## src/rtl/llc_prot_pkg.sv

```systemverilog
// Constants, types and bus carriers for the resonant half-bridge protection block.
// Assumes a 250 MHz system clock; all comparator inputs are synchronous to it.
// Contract
// - Five consecutive overvoltage cycles cause fault.
// - Fault lasts one second, then startup.
// - Overvoltage event on positive or negative threshold.
// - Startup uses bias sense for burst programming.
// - Low-side lockout on gate supply, high on bootstrap.
// - Drivers low power during burst off; the code asserts it in run mode only, not during startup.
// - Slew done needs rise then fall.
// - No slew done ends at maximum dead time.
// - Measured dead time reused for other transition.
// - Wrong current polarity at gate fall flags region.
// - Region flag held until next gate fall.
// - Region recovery: flip, slew or timeout turns on.
// - Region handling stretches maximum dead time 150us.
// - Region detection pulls soft-start pin low.
// - Region detection suppressed at light load.
// - Four consecutive peak overcurrent cycles cause fault.
// - Average above high threshold 2 ms faults.
// - Average above low threshold 50 ms faults.
// - Bulk below stop level faults immediately.
// - Polarity edges ignored first 400 ns.
// - Startup ignores peak overcurrent first fifteen cycles.
// - Bootstrap undervoltage disables only high gate.
// - Gate supply undervoltage: both off, fault.
package llc_prot_pkg;

  localparam int CLK_MHZ        = 250;
  localparam int FAULT_WAIT_MS  = 1000;
  localparam int AVG_OVERCURRENT_HIGH_WAIT_MS   = 2;
  localparam int AVG_OVERCURRENT_LOW_WAIT_MS   = 50;
  localparam int ZCS_MAX_DT_US  = 150;
  localparam int MAX_DT_NS      = 1000;
  localparam int BLANK_NS       = 400;
  localparam int FAULT_WAIT_CYC = FAULT_WAIT_MS * CLK_MHZ * 1000;
  localparam int AVG_OVERCURRENT_HIGH_WAIT_CYC  = AVG_OVERCURRENT_HIGH_WAIT_MS * CLK_MHZ * 1000;
  localparam int AVG_OVERCURRENT_LOW_WAIT_CYC  = AVG_OVERCURRENT_LOW_WAIT_MS * CLK_MHZ * 1000;
  localparam int ZCS_MAX_DT_CYC = ZCS_MAX_DT_US * CLK_MHZ;
  localparam int MAX_DT_CYC     = MAX_DT_NS * CLK_MHZ / 1000;
  localparam int BLANK_CYC      = (BLANK_NS * CLK_MHZ + 999) / 1000;
  localparam int OVP_CYCLES     = 5;
  localparam int PEAK_OVERCURRENT_CYCLES    = 4;
  localparam int START_CYCLES   = 15;

  localparam logic [7:0] CTRL_OFS   = 8'h00;
  localparam logic [7:0] STATUS_OFS = 8'h04;
  localparam logic [7:0] DTIME_OFS  = 8'h08;
  localparam int CTRL_EN_BIT        = 0;
  localparam logic CTRL_EN_RST      = 1'b0;
  localparam int ST_MODE_LSB        = 0;
  localparam int ST_ZCS_BIT         = 2;
  localparam int ST_CAUSE_LSB       = 8;

  localparam int C_OVP  = 0;
  localparam int C_PEAK_OVERCURRENT = 1;
  localparam int C_AVG_OVERCURRENT_HIGH = 2;
  localparam int C_AVG_OVERCURRENT_LOW = 3;
  localparam int C_UVP  = 4;
  localparam int C_REGULATED_GATE_SUPPLY = 5;
  localparam int CAUSE_W = 6;

  typedef enum logic [1:0] {MODE_IDLE, MODE_START, MODE_RUN, MODE_FAULT} mode_e;

  typedef struct packed {
    logic        cyc;
    logic        stb;
    logic        we;
    logic [3:0]  sel;
    logic [7:0]  adr;
    logic [31:0] dat;
  } wb_req_s;

  typedef struct packed {
    logic bias_winding_pos;
    logic bias_winding_neg;
    logic peak_overcurrent;
    logic avg_overcurrent_high;
    logic avg_overcurrent_low;
    logic bulk_below_stop;
    logic regulated_gate_supply_uv;
    logic bootstrap_rail_uv;
    logic current_polarity;
    logic switch_node_slewing;
    logic light_load;
    logic burst_off;
  } sense_s;

endpackage

```

## src/rtl/slew_done_det.sv

```systemverilog
// Slew-completion detector for the switch node during a dead time.
// Assumes the slewing comparator is synchronous and arm is a clean level.
`timescale 1ns/1ps
module slew_done_det (
  input  wire logic sys_clk_i,
  input  wire logic rst_i,
  input  wire logic ce_i,
  input  wire logic arm_i,
  input  wire logic slewing_i,
  output logic      done_o
);
  typedef struct packed {
    logic seen;
  } det_s;

  det_s s_r;
  det_s s_nxt;

  // A slow edge that never crosses the threshold yields no done; any rise then fall, noise included, gives one
  always_comb begin
    s_nxt = s_r;
    if (!arm_i) begin
      s_nxt.seen = 1'b0;
    end else if (slewing_i) begin
      s_nxt.seen = 1'b1;
    end
  end

  assign done_o = arm_i & s_r.seen & ~slewing_i;

  always_ff @(posedge sys_clk_i) begin
    if (rst_i) begin
      s_r <= '0;
    end else if (ce_i) begin
      s_r <= s_nxt;
    end
  end
endmodule

```

## src/rtl/llc_protection_deadtime_ctrl.sv

```systemverilog
// Protection, adaptive dead time and capacitive-region handling of a half-bridge.
// Assumes phase_i comes from the waveform generator (1 = high-side half) and
// that all sense inputs are synchronous comparator levels.
//
// Local design decisions: register access over Wishbone and the register offsets.
`timescale 1ns/1ps
module llc_protection_deadtime_ctrl #(
  parameter int unsigned FAULT_CYC  = llc_prot_pkg::FAULT_WAIT_CYC,
  parameter int unsigned AVG_OVERCURRENT_HIGH_CYC   = llc_prot_pkg::AVG_OVERCURRENT_HIGH_WAIT_CYC,
  parameter int unsigned AVG_OVERCURRENT_LOW_CYC   = llc_prot_pkg::AVG_OVERCURRENT_LOW_WAIT_CYC,
  parameter int unsigned ZCS_DT_CYC = llc_prot_pkg::ZCS_MAX_DT_CYC,
  parameter int unsigned MAX_DT     = llc_prot_pkg::MAX_DT_CYC
) (
  input  wire logic                 sys_clk_i,
  input  wire logic                 rst_i,
  input  wire logic                 ce_i,
  input  wire llc_prot_pkg::wb_req_s wb_i,
  output logic [31:0]               wb_dat_o,
  output logic                      wb_ack_o,
  input  wire logic                 phase_i,
  input  wire llc_prot_pkg::sense_s sense_i,
  output logic                      high_gate_out_o,
  output logic                      low_gate_out_o,
  output logic                      light_load_soft_start_pin_oe_o,
  output logic                      bias_winding_prog_o,
  output logic                      driver_low_power_o,
  output logic                      capacitive_region_flag_o,
  output logic                      fault_o
);
  import llc_prot_pkg::*;

  localparam int FW = $clog2(FAULT_CYC + 1);
  localparam int AW2 = $clog2(AVG_OVERCURRENT_HIGH_CYC + 1);
  localparam int AW3 = $clog2(AVG_OVERCURRENT_LOW_CYC + 1);
  localparam int DW = $clog2(ZCS_DT_CYC + 1);

  typedef struct packed {
    mode_e                mode;
    logic                 enable;
    logic                 phase_q;
    logic [1:0]           gate;
    logic                 dt_act;
    logic                 dt_to_low;
    logic [DW-1:0]        dt_cnt;
    logic [DW-1:0]        dt_meas;
    logic                 capacitive_region_flag;
    logic                 pol_q;
    logic                 cyc_ovp;
    logic                 cyc_peak_overcurrent;
    logic [2:0]           ovp_cnt;
    logic [2:0]           peak_overcurrent_cnt;
    logic [3:0]           start_cnt;
    logic [AW2-1:0]       avg_overcurrent_high_cnt;
    logic [AW3-1:0]       avg_overcurrent_low_cnt;
    logic [FW-1:0]        flt_cnt;
    logic [CAUSE_W-1:0]   cause;
    logic                 ack;
    logic [31:0]          rdat;
    logic                 hi_o;
    logic                 lo_o;
    logic                 pull_o;
    logic                 prog_o;
    logic                 lp_o;
    logic                 flt_o;
  } st_s;

  st_s  s_r;
  st_s  s_nxt;
  logic slew_done;

  slew_done_det u_slew (
    .sys_clk_i (sys_clk_i),
    .rst_i     (rst_i),
    .ce_i      (ce_i),
    .arm_i     (s_r.dt_act),
    .slewing_i (sense_i.switch_node_slewing),
    .done_o    (slew_done)
  );

  function automatic logic [DW-1:0] to_dw(input int unsigned v);
    to_dw = DW'(v);
  endfunction

  always_comb begin
    logic               switching;
    logic               chg;
    logic               flip;
    logic               dt_end;
    logic [DW-1:0]      limit;
    logic [CAUSE_W-1:0] trip;
    s_nxt     = s_r;
    switching = (s_r.mode == MODE_START) || (s_r.mode == MODE_RUN);
    chg       = 1'b0;
    flip      = 1'b0;
    dt_end    = 1'b0;
    limit     = '0;
    trip      = '0;

    // Register bus: one-wait-state ack, dropped the cycle after
    s_nxt.ack = wb_i.cyc & wb_i.stb & ~s_r.ack;
    if (wb_i.cyc && wb_i.stb && !s_r.ack && wb_i.we && wb_i.sel[0] && wb_i.adr == CTRL_OFS) begin
      s_nxt.enable = wb_i.dat[CTRL_EN_BIT];
    end
    s_nxt.rdat = '0;
    unique case (wb_i.adr)
      CTRL_OFS:   s_nxt.rdat[CTRL_EN_BIT] = s_r.enable;
      STATUS_OFS: begin
        s_nxt.rdat[ST_MODE_LSB +: 2]             = s_r.mode;
        s_nxt.rdat[ST_ZCS_BIT]                   = s_r.capacitive_region_flag;
        s_nxt.rdat[ST_CAUSE_LSB +: CAUSE_W]      = s_r.cause;
      end
      DTIME_OFS:  s_nxt.rdat[DW-1:0] = s_r.dt_meas;
      default:    s_nxt.rdat = '0;
    endcase

    s_nxt.pol_q   = sense_i.current_polarity;
    s_nxt.phase_q = phase_i;

    if (switching) begin
      // Event is latched within the cycle; sense is ignored while programming
      if (s_r.mode == MODE_RUN && (sense_i.bias_winding_pos || sense_i.bias_winding_neg)) begin
        s_nxt.cyc_ovp = 1'b1;
      end
      if (s_r.gate[1] && sense_i.peak_overcurrent) begin
        s_nxt.cyc_peak_overcurrent = 1'b1;
      end
      s_nxt.avg_overcurrent_high_cnt = sense_i.avg_overcurrent_high ? s_r.avg_overcurrent_high_cnt + AW2'(1) : '0;
      s_nxt.avg_overcurrent_low_cnt = sense_i.avg_overcurrent_low ? s_r.avg_overcurrent_low_cnt + AW3'(1) : '0;
      trip[C_AVG_OVERCURRENT_HIGH] = sense_i.avg_overcurrent_high && s_r.avg_overcurrent_high_cnt == AW2'(AVG_OVERCURRENT_HIGH_CYC - 1);
      trip[C_AVG_OVERCURRENT_LOW] = sense_i.avg_overcurrent_low && s_r.avg_overcurrent_low_cnt == AW3'(AVG_OVERCURRENT_LOW_CYC - 1);

      chg = (phase_i != s_r.phase_q) && !sense_i.burst_off;
      if (chg) begin
        // Outgoing gate falls: re-evaluate the capacitive region
        s_nxt.capacitive_region_flag = (s_r.phase_q ? ~sense_i.current_polarity
                                 : sense_i.current_polarity)
                    & ~sense_i.light_load;
        s_nxt.gate      = 2'b00;
        s_nxt.dt_act    = 1'b1;
        s_nxt.dt_cnt    = '0;
        s_nxt.dt_to_low = s_r.phase_q;
        if (s_r.phase_q) begin
          // End of a switching cycle: per-cycle counters advance
          s_nxt.cyc_ovp  = 1'b0;
          s_nxt.cyc_peak_overcurrent = 1'b0;
          s_nxt.ovp_cnt  = s_r.cyc_ovp ? s_r.ovp_cnt + 3'd1 : 3'd0;
          trip[C_OVP]    = s_r.cyc_ovp && s_r.ovp_cnt == 3'(OVP_CYCLES - 1);
          if (s_r.mode == MODE_START && s_r.start_cnt < 4'(START_CYCLES)) begin
            s_nxt.peak_overcurrent_cnt  = 3'd0;
            s_nxt.start_cnt = s_r.start_cnt + 4'd1;
          end else begin
            s_nxt.peak_overcurrent_cnt = s_r.cyc_peak_overcurrent ? s_r.peak_overcurrent_cnt + 3'd1 : 3'd0;
            trip[C_PEAK_OVERCURRENT]   = s_r.cyc_peak_overcurrent && s_r.peak_overcurrent_cnt == 3'(PEAK_OVERCURRENT_CYCLES - 1);
            s_nxt.mode     = MODE_RUN;
          end
        end
      end else if (s_r.dt_act) begin
        s_nxt.dt_cnt = s_r.dt_cnt + DW'(1);
        // Edges inside the blanking window are treated as switching noise
        flip = (sense_i.current_polarity != s_r.pol_q) &&
               (s_r.dt_cnt >= to_dw(BLANK_CYC));
        if (s_r.capacitive_region_flag) begin
          limit  = to_dw(ZCS_DT_CYC);
          dt_end = flip || slew_done || (s_r.dt_cnt + DW'(1) >= limit);
        end else if (s_r.dt_to_low) begin
          limit  = to_dw(MAX_DT);
          dt_end = slew_done || (s_r.dt_cnt + DW'(1) >= limit);
          if (dt_end) begin
            s_nxt.dt_meas = s_r.dt_cnt + DW'(1);
          end
        end else begin
          // Measured value is zero only before the first measurement, which ends the copy at once, so the copy always ends
          limit  = s_r.dt_meas;
          dt_end = (s_r.dt_cnt + DW'(1) >= limit);
        end
        if (dt_end) begin
          s_nxt.dt_act = 1'b0;
          s_nxt.gate   = s_r.dt_to_low ? 2'b01 : 2'b10;
        end
      end
      if (sense_i.burst_off) begin
        s_nxt.gate   = 2'b00;
        s_nxt.dt_act = 1'b0;
      end
      trip[C_UVP]  = sense_i.bulk_below_stop;
      trip[C_REGULATED_GATE_SUPPLY] = sense_i.regulated_gate_supply_uv;
    end

    unique case (s_r.mode)
      MODE_IDLE: begin
        if (s_r.enable && !sense_i.bulk_below_stop && !sense_i.regulated_gate_supply_uv) begin
          s_nxt.mode = MODE_START;
        end
      end
      MODE_START, MODE_RUN: begin
        if (trip != '0) begin
          s_nxt.mode  = MODE_FAULT;
          s_nxt.cause = trip;
        end
      end
      MODE_FAULT: begin
        s_nxt.flt_cnt = s_r.flt_cnt + FW'(1);
        if (s_r.flt_cnt == FW'(FAULT_CYC - 1)) begin
          s_nxt.mode = MODE_START;
        end
      end
    endcase
    if (!s_nxt.enable) begin
      s_nxt.mode = MODE_IDLE;
    end

    // Leaving switching: everything that qualifies faults restarts from zero
    if (s_nxt.mode == MODE_IDLE || s_nxt.mode == MODE_FAULT || s_r.mode == MODE_FAULT) begin
      s_nxt.gate      = 2'b00;
      s_nxt.dt_act    = 1'b0;
      s_nxt.dt_cnt    = '0;
      s_nxt.capacitive_region_flag       = 1'b0;
      s_nxt.cyc_ovp   = 1'b0;
      s_nxt.cyc_peak_overcurrent  = 1'b0;
      s_nxt.ovp_cnt   = '0;
      s_nxt.peak_overcurrent_cnt  = '0;
      s_nxt.start_cnt = '0;
      s_nxt.avg_overcurrent_high_cnt  = '0;
      s_nxt.avg_overcurrent_low_cnt  = '0;
    end
    if (s_nxt.mode != MODE_FAULT) begin
      s_nxt.flt_cnt = '0;
    end

    // High side also needs its bootstrap; low side needs the gate supply
    s_nxt.hi_o   = s_nxt.gate[1] & ~sense_i.bootstrap_rail_uv
                   & ~sense_i.regulated_gate_supply_uv;
    s_nxt.lo_o   = s_nxt.gate[0] & ~sense_i.regulated_gate_supply_uv;
    s_nxt.pull_o = s_nxt.capacitive_region_flag;
    s_nxt.prog_o = s_nxt.mode == MODE_START;
    s_nxt.lp_o   = sense_i.burst_off && s_nxt.mode == MODE_RUN;
    s_nxt.flt_o  = s_nxt.mode == MODE_FAULT;
  end

  always_ff @(posedge sys_clk_i) begin
    if (rst_i) begin
      s_r        <= '0;
      s_r.mode   <= MODE_IDLE;
      s_r.enable <= CTRL_EN_RST;
    end else if (ce_i) begin
      s_r <= s_nxt;
    end
  end

  assign wb_dat_o                       = s_r.rdat;
  assign wb_ack_o                       = s_r.ack;
  assign high_gate_out_o                = s_r.hi_o;
  assign low_gate_out_o                 = s_r.lo_o;
  assign light_load_soft_start_pin_oe_o = s_r.pull_o;
  assign bias_winding_prog_o            = s_r.prog_o;
  assign driver_low_power_o             = s_r.lp_o;
  assign capacitive_region_flag_o       = s_r.capacitive_region_flag;
  assign fault_o                        = s_r.flt_o;
endmodule

```

## config.mk

```make
export PLATFORM = sky130hd
export DESIGN_NAME = llc_protection_deadtime_ctrl
export DESIGN_NICKNAME = d
export VERILOG_FILES = /design/src/rtl/llc_prot_pkg.sv /design/src/rtl/slew_done_det.sv /design/src/rtl/llc_protection_deadtime_ctrl.sv
export SDC_FILE = /design/constraint.sdc
export NUM_CORES = 1
export LEC_CHECK = 0
export BUFFER_PORTS_ARGS = -buffer_cell sky130_fd_sc_hd__buf_2
export CAP_MARGIN = 25
export CORE_MARGIN = 8
export CORE_UTILIZATION = 40
export DETAILED_ROUTE_END_ITERATION = 8
export PLACE_DENSITY = 0.56
export SLEW_MARGIN = 20
export SYNTH_ARGS = -nofsm -noshare
export SYNTH_HDL_FRONTEND = slang
export SYNTH_HIERARCHICAL = 1
export SYNTH_SLANG_ARGS = --single-unit
```

## constraint.sdc

```tcl
create_clock -name sys_clk_i -period 13.8 [get_ports sys_clk_i]
set_input_delay 0.69 -clock sys_clk_i [delete_from_list [all_inputs] [get_ports sys_clk_i]]
set_output_delay 0.69 -clock sys_clk_i [all_outputs]
set_load 0.02 [all_outputs]
```

==> Implementation_results.wiki, run 1 <==
{| class="wikitable"
! Metric !! Value
|-
| Length of the first detailed-routing pass in iterations || 5
|-
| Number of antenna violations at the first check in global routing || 0
|-
| Biggest cell delay along the critical path || 0.71 ns
|-
| Number of antenna cells inserted || 0
|-
| Post-route setup TNS || 0 ns
|-
| Critical path's top delay family || simple AND/OR/NAND/NOR gates
|-
| Simple-gate area share of the yosys netlist || 27.5%
|-
| Register area || 3080 um2
|-
| Area occupied by multi-input gates || 4570 um2
|-
| Routability cong. || 0.813
|-
| First-pass GRT wire length || 33.6 mm
|-
| TritonCTS clock tree || done
|-
| Area enclosed by the die boundary || 25300 um2
|-
| Largest net degree at the start of global routing || 56
|-
| IO Port Bufs || 52
|-
| Final Hold Viols || 0
|-
| Critical setup path kind || reg2reg
|-
| Final net count || 1156
|-
| Clock Path Buffers || 2
|-
| Critical path arrival || 6.05 ns
|-
| Pre-CTS WS || 8.03 ns
|-
| Setup violators final || 0
|-
| Worst-margin pin slew || 1.00 ns
|-
| Top library cells by usage in the layout, fill and taps aside || nor2_1, dfxtp_1, nand2_1, a21oi_1, nand3_1
|-
| Number of levels the H-tree was split into || 4
|-
| Post-synthesis sequential area ratio || 37.7%
|-
| Initial core utilization || 40.6%
|-
| LEAKAGE || 3.28 nW
|-
| Cell with the largest stage delay on the worst path || nor4_1
|-
| Main combinational cell family by area after synthesis || simple AND/OR/NAND/NOR gates
|-
| Number of clock sinks || 154
|-
| Vias in the first global route || 6559
|-
| Mean instance size in the synthesized netlist || 7.85 um2
|-
| Setup repair after global routing missed its margin || no
|-
| Timing-limited maximum frequency || 176 MHz
|-
| EDFF count, synth || 0
|-
| Instance count of the mapped netlist || 1043
|-
| Post-CTS Setup Bufs || 0
|-
| Worst hold-check slack || 0.456 ns
|-
| Core area || 20200 um2
|-
| Total number of vias || 7057
|-
| Maximum VDD drop || 0.0789 mV
|-
| Fin crit share || 41.3%
|-
| Total grt overflow || 0
|-
| Number of fill cells in the layout || 2109
|-
| Number of top-level pins || 103
|-
| Worst Slack Setup Final || 8.10 ns
|-
| Total GRT Usage || 15.8%
|-
| Share of synthesized registers carrying an async set or reset || 0%
|-
| Layout cell share with drive strength beyond 1 || 9.97%
|-
| P&R area growth vs syn || 10.5%
|-
| Top FF cell, synth || dfxtp_1
|-
| Distinct cell type count of the synthesized netlist || 68
|-
| Xor-xnor portion of the synthesized cell area || 7.17%
|-
| Most prevalent standard cell on the critical path || nor2_1
|-
| Die outline height || 159 um
|-
| Synth Area in Compound Gates || 14.0%
|-
| Cell breakdown of the critical path || inv_1 -> ha_1 -> nand4b_1 -> or4_1 -> nor4_1 -> or4_1 -> o31ai_1 -> a211oi_2 -> inv_1 -> ha_1 -> nor2_1 -> nand4_1 -> nor2_1 -> buf_6 -> nor2_1 -> nor3_1
|-
| Syn. warnings || 6
|-
| Avg WL per Cell || 14.8 um
|-
| Max-slew violation count || 0
|-
| Root buffer selected by CTS || clkbuf_16
|-
| Total standard cell area after synthesis || 8190 um2
|-
| Estimated wirelength of the detail-placed design || 14.0 mm
|-
| Number of nets with antenna violations after detailed routing || 0
|-
| Vias per std cell || 5.25
|-
| CTS clock-pin slew for the worst setup and hold paths || 0.07 ns
|-
| CP Max Fanout || 10
|-
| Req. time, crit path || 14.16 ns
|-
| Std cell rows || 52
|-
| Synth Register Bits || 154
|-
| Startpoint class of the critical path || flip-flop
|-
| Post-CTS Resized || 0
|-
| Critical path capture point type || flip-flop
|-
| Post-CTS Hold Buffers || 0
|-
| Worst Skew || 0.0112 ns
|-
| Number of buffers and inverters on the critical path || 3
|-
| Min cycle time layout || 5.70 ns
|-
| Drt total wl || 19.8 mm
|-
| CTS Buf Count || 17
|-
| Headroom to the max-slew limit || 33.0%
|-
| Width of the chip || 159 um
|-
| Status || completed
|-
| Worst hold path type || reg2reg
|-
| Source-to-sink clock delay at the later pin of the worst-skew pair || 0.43 ns
|-
| DRC violations left || 0
|-
| Most common cell after layout, fill and taps aside || nor2_1
|-
| Max-cap violations || 0
|-
| Power density relative to cell area || 103 nW/um2
|-
| Arithmetic-cell share of the synthesized area counting full adders, half adders and majority gates || 5.04%
|-
| Mux contribution to synthesized area || 1.12%
|-
| Detailed Route Iter0 Violations || 353
|}
==> routing by layer <==
metal | routed length [um] | GRT usage (%)
met5 | 0 | 0
met4 | 170 | 4.42
met3 | 926 | 3.77
met2 | 8420 | 23.7
met1 | 10300 | 22.2
==> registers in the layout, indices dropped and copies added, names as in the netlist <==
signal / count
bias_winding_prog_o: 1
s_r: 130
wb_ack_o: 1
low_gate_out_o: 1
wb_dat_o: 16
fault_o: 1
driver_low_power_o: 1
u_slew/s_r: 1
light_load_soft_start_pin_oe_o: 1
high_gate_out_o: 1
==> cells in the mapped netlist (all sizes together), types with 9 or more instances <==
cell type / number / area (um2)
a211oi: 9 / 72.6
a21oi: 66 / 330
a22oi: 17 / 128
and3: 12 / 75.1
buf: 42 / 303
clkbuf: 35 / 131
dfxtp: 154 / 3080
ha: 33 / 413
inv: 47 / 176
nand2: 99 / 372
nand3: 53 / 270
nand4: 34 / 228
nor2: 182 / 683
nor3: 35 / 180
nor4: 16 / 100
o21ai: 33 / 165
xnor2: 18 / 158
xor2: 49 / 429
==> metrics by stage <==
step | power [mW] | util [%] | area (um2) | std cells
after floorplan | 0.490 | - | 8240 | 1058
after global placement | 0.500 | 42.0 | 8470 | 1310
after detailed placement | 0.500 | 42.1 | 8490 | 1311
after CTS | 0.951 | 44.9 | 9050 | 1343
after global routing | 0.977 | 44.9 | 9050 | 1343
final | 0.934 | 44.9 | 9050 | 1343
==> worst register-to-register path, cell delays in order (launching register included) <==
cell and delay, ns:
dfxtp_1 0.45, inv_1 0.10, ha_1 0.56, nand4b_1 0.15, or4_1 0.42, nor4_1 0.71
or4_1 0.31, o31ai_1 0.09, a211oi_2 0.36, inv_1 0.08, ha_1 0.34, nor2_1 0.60
nand4_1 0.45, nor2_1 0.60, buf_6 0.22, nor2_1 0.05, nor3_1 0.15
==> final cells by class <==
cell class                      count  share of cell area [%]
Clock buffer                       18                    4.74
Inverter                           47                    1.95
Timing Repair Buffer               60                    3.61
Multi-Input combinational cell    780                    50.5
Clock inverter                     14                    1.40
Tap cell                          270                    3.73
Sequential cell                   154                    34.1
==> path summary, 6_finish.rpt <==
path              startpoint        to  slack, ns  depth (start not counted)
hold reg to reg      s_r[44]   s_r[44]       0.46                          2
hold / removal       s_r[44]   s_r[44]       0.46                          2
setup / recovery    s_r[168]  s_r[146]       8.10                         16
setup reg to reg    s_r[168]  s_r[146]       8.10                         16
==> report_power, final <==
group	leakage (nW)	switching (mW)	internal, mW
combinational	1.78	0.0302	0.0109
clock	0.265	0.207	0.238
sequential	1.24	0.00196	0.447
total	3.28	0.239	0.695
==> cell families (layout without fill, tap and decap cells) <==
| family | Yosys count | count (layout) |
|---|---|---|
| flops | 154 | 154 |
| xor+xnor | 67 | 67 |
| buf+inv | 124 | 139 |
| compound gates | 179 | 179 |
| simple gates | 476 | 476 |
| other cells | 1 | 16 |
| mux | 9 | 9 |
| fa+ha+maj | 33 | 33 |
Note: power is estimated with default switching activity, not from simulation.
==> inputs of run 2 (changes only) <==
Settings changed: PLACE_DENSITY 0.56 to 0.58.
Clock period 13.8 ns to 5.2 ns, I/O delays scaled along.
==> run 2 against run 1 <==
Compared with the run above:
- final cell count increased by 0.74%
- largest cell class unchanged
- sequential share of layout area decreased by 0.41 points
- via count increased by 0.24%
- clock power increased to 2.8 times the previous value
- clock skew decreased by 0.0019 ns
- sequential power increased to 2.7 times the previous value
- non-clock buffer count increased by 10
- combinational power increased to 2.7 times the previous value
- sequential cell count unchanged
- critical path type unchanged
- cell area increased by 1.2%
- die area unchanged
==> Implementation_results.wiki, run 2 (same netlist as run 1, synthesis figures left out) <==
{| class="wikitable"
! Metric !! Value
|-
| Root buffer selected by CTS || clkbuf_16
|-
| IO Port Bufs || 52
|-
| Number of standard cells in the layout, taps in and fillers out || 1353
|-
| Largest register by flop count || s_r
|-
| Post-place instance area || 8570 um2
|-
| Global routing met2 resource utilization || 23.9%
|-
| Clock Path Buffers || 2
|-
| Die outline height || 159 um
|-
| Critical path arrival || 5.16 ns
|-
| Most common cell after layout, fill and taps aside || nor2_1
|-
| Initial core utilization || 40.6%
|-
| Top library cells by usage in the layout, fill and taps aside || nor2_1, dfxtp_1, nand2_1, a21oi_1, nand3_1
|-
| Max-cap violations || 0
|-
| Final cell utilization of the core || 45.4%
|-
| CTS clock-pin slew for the worst setup and hold paths || 0.06 ns
|-
| Core area || 20200 um2
|-
| Req. time, crit path || 5.55 ns
|-
| Layer with the highest usage || met2
|-
| Post-CTS Hold Buffers || 0
|-
| Worst flop-to-flop path startpoint || s_r[168]
|-
| Max FFs per register || 130
|-
| Total number of vias || 7074
|-
| Min cycle time layout || 4.81 ns
|-
| P&R area growth vs syn || 11.9%
|-
| Number of top-level pins || 103
|-
| Number of levels the H-tree was split into || 4
|-
| Startpoint of the most critical setup path || s_r[168]
|-
| Cell breakdown of the critical path || inv_1 -> ha_1 -> nand4b_1 -> or4_1 -> nor4_1 -> buf_4 -> or4_1 -> o31ai_1 -> a211oi_2 -> inv_1 -> ha_1 -> nor2_1 -> a21oi_2 -> nand4_1 -> nor2_1 -> nand2_1 -> or4b_2 -> a21oi_1
|-
| Number of antenna violations at the first check in global routing || 0
|-
| Avg WL per Cell || 14.6 um
|-
| Vias in the first global route || 6658
|-
| Status || completed
|-
| Biggest cell delay along the critical path || 0.61 ns
|-
| Timing-limited maximum frequency || 208 MHz
|-
| Source-to-sink clock delay at the later pin of the worst-skew pair || 0.43 ns
|-
| Length of the first detailed-routing pass in iterations || 5
|-
| DRC violations left || 0
|-
| Area enclosed by the die boundary || 25300 um2
|-
| Routing usage on met3 || 3.85%
|-
| Vias per std cell || 5.23
|-
| Total GRT Usage || 15.6%
|-
| Critical path capture point type || flip-flop
|-
| Worst Skew || 0.00934 ns
|-
| Max-slew violation count || 0
|-
| Post-route setup TNS || 0 ns
|-
| Largest net degree at the start of global routing || 81
|-
| Maximum VDD drop || 0.215 mV
|-
| Number of nets with antenna violations after detailed routing || 0
|-
| Worst hold path type || in2reg
|-
| CTS Buf Count || 17
|-
| Fin crit share || 92.6%
|-
| Width of the chip || 159 um
|-
| Post-CTS Setup Bufs || 0
|-
| Drt total wl || 19.8 mm
|-
| PnR Total Power || 2.54 mW
|-
| Met1 demand-to-capacity share in global routing || 20.9%
|-
| Headroom to the max-slew limit || 35.2%
|-
| Layout cell share with drive strength beyond 1 || 10.8%
|-
| Estimated wirelength of the detail-placed design || 14.1 mm
|-
| Worst-margin pin slew || 0.969 ns
|-
| TritonCTS clock tree || done
|-
| Startpoint class of the critical path || flip-flop
|-
| Number of clock sinks || 154
|-
| CP Max Fanout || 6
|-
| Placed Cells || 1321
|-
| Power density relative to cell area || 277 nW/um2
|-
| Final Hold Viols || 0
|-
| Worst hold start || sense_i[5]
|-
| Setup violators final || 0
|-
| Critical setup path kind || reg2reg
|-
| Final net count || 1166
|-
| Std cell rows || 52
|-
| Setup repair after global routing missed its margin || no
|-
| Number of antenna cells inserted || 0
|-
| Routability cong. || 0.805
|-
| LEAKAGE || 3.36 nW
|-
| Critical path's top delay family || simple AND/OR/NAND/NOR gates
|-
| Number of buffers and inverters on the critical path || 3
|-
| Cell with the largest stage delay on the worst path || or4b_2
|-
| Detailed Route Iter0 Violations || 516
|-
| Final std cell area, no fill || 9160 um2
|-
| First-pass GRT wire length || 33.2 mm
|-
| Total grt overflow || 0
|-
| Post-CTS Resized || 0
|}
## run 2: per-layer routing
layer,vias to the layer above,wire length [um]
met3,20,755
met1,3266,10000
li1,3671,-
met4,0,320
met5,-,0
met2,117,8670
## run 2: final cells by class
type,count,area (um2)
timing repair buffer,70,410
clock inverter,13,146
fill,2058,11000
tap,270,338
sequential,154,3080
clock buffer,19,443
multi-input combinational,780,4560
inverter,47,176
## run 2: path summary, 6_finish.rpt
| path | to | slack [ns] | cells past startpoint |
|---|---|---|---|
| hold / removal | s_r[44] | 0.11 | 3 |
| setup reg to reg | s_r[84] | 0.39 | 18 |
| setup / recovery | s_r[84] | 0.39 | 18 |
| hold reg to reg | wb_dat_o[4] | 0.46 | 2 |
## run 2: metrics by stage
step | worst slack, ns | hold WS [ns]
floorplan | 0.816 | 0.330
global placement | 0.545 | 0.441
detailed placement | 0.436 | 0.453
CTS | 0.411 | 0.0981
global route | 0.0711 | 0.110
finish | 0.385 | 0.114
## run 2: report_power, final
part | total (mW) | switching [mW] | internal [mW] | leakage [nW]
registers | 1.19 | 0.00512 | 1.19 | 1.24
clock network | 1.23 | 0.511 | 0.723 | 0.283
logic | 0.111 | 0.0803 | 0.0310 | 1.83
## run 2: tightest hold or removal path: cells and delay by family
family / cells / cell delay, ns
buffers and inverters: 1 / 0.11
AO/OA/AOI/OAI: 1 / 0.05
AND/OR/NAND/NOR: 1 / 0.06
==> inputs of run 3 (changes only) <==
Settings changed: GPL_TIMING_DRIVEN from default to 0.
==> run 3 against run 2 <==
Compared with the run above:
- critical path depth shrank 1
- power fell by 0.42%
- critical endpoint unchanged
- clock skew increased by 0.00082 ns
- worst hold slack got worse by 0.034 ns
- wire length increased by 10%
- via count is 5.7% higher
- global-route usage is 1.3 points higher
- final cell count increased by 4.4%
- count of clock-buffer cells in the layout down 2
- largest power group unchanged
- worst setup slack worse by 0.083 ns
- cell area increased by 3.5%
==> Implementation_results.wiki, run 3 (same netlist as run 1, synthesis figures left out) <==
{| class="wikitable"
! Metric !! Value
|-
| Status || completed
|-
| Setup repair after global routing missed its margin || no
|-
| Headroom to the max-slew limit || 35.1%
|-
| Std cell rows || 52
|-
| Req. time, crit path || 5.55 ns
|-
| Root buffer selected by CTS || clkbuf_16
|-
| LEAKAGE || 3.55 nW
|-
| DRC violations left || 0
|-
| Total grt overflow || 0
|-
| Most common cell after layout, fill and taps aside || nor2_1
|-
| Post-route setup TNS || 0 ns
|-
| Critical path arrival || 5.25 ns
|-
| CTS clock-pin slew for the worst setup and hold paths || 0.07 ns
|-
| Worst hold-check slack || 0.0801 ns
|-
| P&R area growth vs syn || 15.8%
|-
| Core area || 20200 um2
|-
| Layout cell share with drive strength beyond 1 || 13.0%
|-
| CP Max Fanout || 10
|-
| Critical path capture point type || flip-flop
|-
| Top library cells by usage in the layout, fill and taps aside || nor2_1, dfxtp_1, nand2_1, a21oi_1, buf_2
|-
| Final Hold Viols || 0
|-
| Largest net degree at the start of global routing || 17
|-
| Final net count || 1225
|-
| Total number of vias || 7479
|-
| PnR Total Power || 2.53 mW
|-
| CTS Buf Count || 17
|-
| Total GRT Usage || 16.9%
|-
| Die outline height || 159 um
|-
| Critical setup path kind || reg2reg
|-
| Number of levels the H-tree was split into || 4
|-
| Largest register by flop count || s_r
|-
| Estimated wirelength of the detail-placed design || 16.2 mm
|-
| Number of antenna violations at the first check in global routing || 0
|-
| Worst hold path type || in2reg
|-
| Vias per std cell || 5.30
|-
| Source-to-sink clock delay at the later pin of the worst-skew pair || 0.43 ns
|-
| Max-slew violation count || 0
|-
| Max-cap violations || 0
|-
| Worst-margin pin slew || 0.971 ns
|-
| Number of nets with antenna violations after detailed routing || 0
|-
| Fin crit share || 94.2%
|-
| Timing-limited maximum frequency || 204 MHz
|-
| Post-place instance area || 8840 um2
|-
| Min cycle time layout || 4.90 ns
|-
| First-pass GRT wire length || 35.3 mm
|-
| Avg WL per Cell || 15.5 um
|-
| Clock Path Buffers || 2
|-
| Post-CTS Hold Buffers || 0
|-
| Length of the first detailed-routing pass in iterations || 5
|-
| Initial core utilization || 40.6%
|-
| Area enclosed by the die boundary || 25300 um2
|-
| IO Port Bufs || 52
|-
| Number of top-level pins || 103
|-
| Number of fill cells in the layout || 2073
|-
| Worst Skew || 0.0102 ns
|-
| Final std cell area, no fill || 9480 um2
|-
| Detailed Route Iter0 Violations || 395
|-
| Drt total wl || 21.8 mm
|-
| Startpoint class of the critical path || flip-flop
|-
| Vias in the first global route || 6879
|-
| Max FFs per register || 130
|-
| Routability cong. || 0.879
|-
| TritonCTS clock tree || done
|-
| Number of clock sinks || 154
|-
| Number of antenna cells inserted || 0
|-
| Power density relative to cell area || 266 nW/um2
|-
| Maximum VDD drop || 0.215 mV
|-
| Setup violators final || 0
|-
| Width of the chip || 159 um
|}
==> run 3: changes by cell type in the layout (fill, tap and decap cells not counted), sizes merged <==
cell	delta
clkbuf	+31
buf	+26
bufinv	-1
clkinv	-1
inv	+5
clkinvlp	-1
==> run 3: report_power, final <==
part	switching, mW	internal (mW)
Sequential	0.00544	1.19
Clock	0.534	0.668
Combinational	0.0911	0.0417
Total	0.631	1.90
==> run 3: cell type report <==
type | count | area [um2] | share of cell area [%]
multi-input combinational | 780 | 4610 | 48.7
sequential | 154 | 3080 | 32.5
buffer | 75 | 429 | 4.53
clock buffer | 17 | 425 | 4.49
tap | 270 | 338 | 3.56
timing repair buffer | 54 | 275 | 2.90
inverter | 47 | 176 | 1.86
clock inverter | 15 | 140 | 1.48
==> run 3: critical path: stages (launching register included) <==
cell and delay, ns:
dfxtp_1 0.44, inv_1 0.14, ha_4 0.40, nand4b_1 0.13, or4_1 0.47, nor4_4 0.43
or4_1 0.26, o31ai_1 0.10, a211oi_2 0.35, inv_1 0.08, ha_1 0.34, nor2_4 0.09
a21oi_2 0.25, nand4_1 0.24, nor2_2 0.22, nand2_1 0.10, or4b_2 0.62, a21oi_1 0.16
==> run 3: worst paths after layout <==
kind	cells past startpoint	slack (ns)	from	to
max	17	0.30	s_r[169]	s_r[84]
min	2	0.08	rst_i	u_slew/s_r
max reg2reg	17	0.30	s_r[169]	s_r[84]
min reg2reg	2	0.46	s_r[44]	s_r[44]
==> run 3: metal layers <==
metal | up-vias | GRT usage (%) | share of wire (%) | routed length, um
met4 | 0 | 5.57 | 1.7 | 374
met5 | - | 0 | 0 | 0
li1 | 3795 | - | - | -
met3 | 27 | 3.31 | 4.5 | 989
met1 | 3481 | 22.8 | 50 | 10800
met2 | 176 | 26.6 | 44 | 9650
==> run 3: what timing repair did <==
action	CTS	global route
pin swaps	1	1
endpoints found under the setup margin	77	49
buffers inserted	1	1
resized for setup	9	8
==> run 3: stage by stage <==
stage                     setup slack (ns)  util [%]  cells
after floorplan                      0.816         -   1058
after global placement               -1.16      43.8   1380
after detailed placement             -1.18      43.8   1380
after CTS                            0.136      46.9   1412
after global routing                0.0366      47.0   1412
final                                0.302      47.0   1412
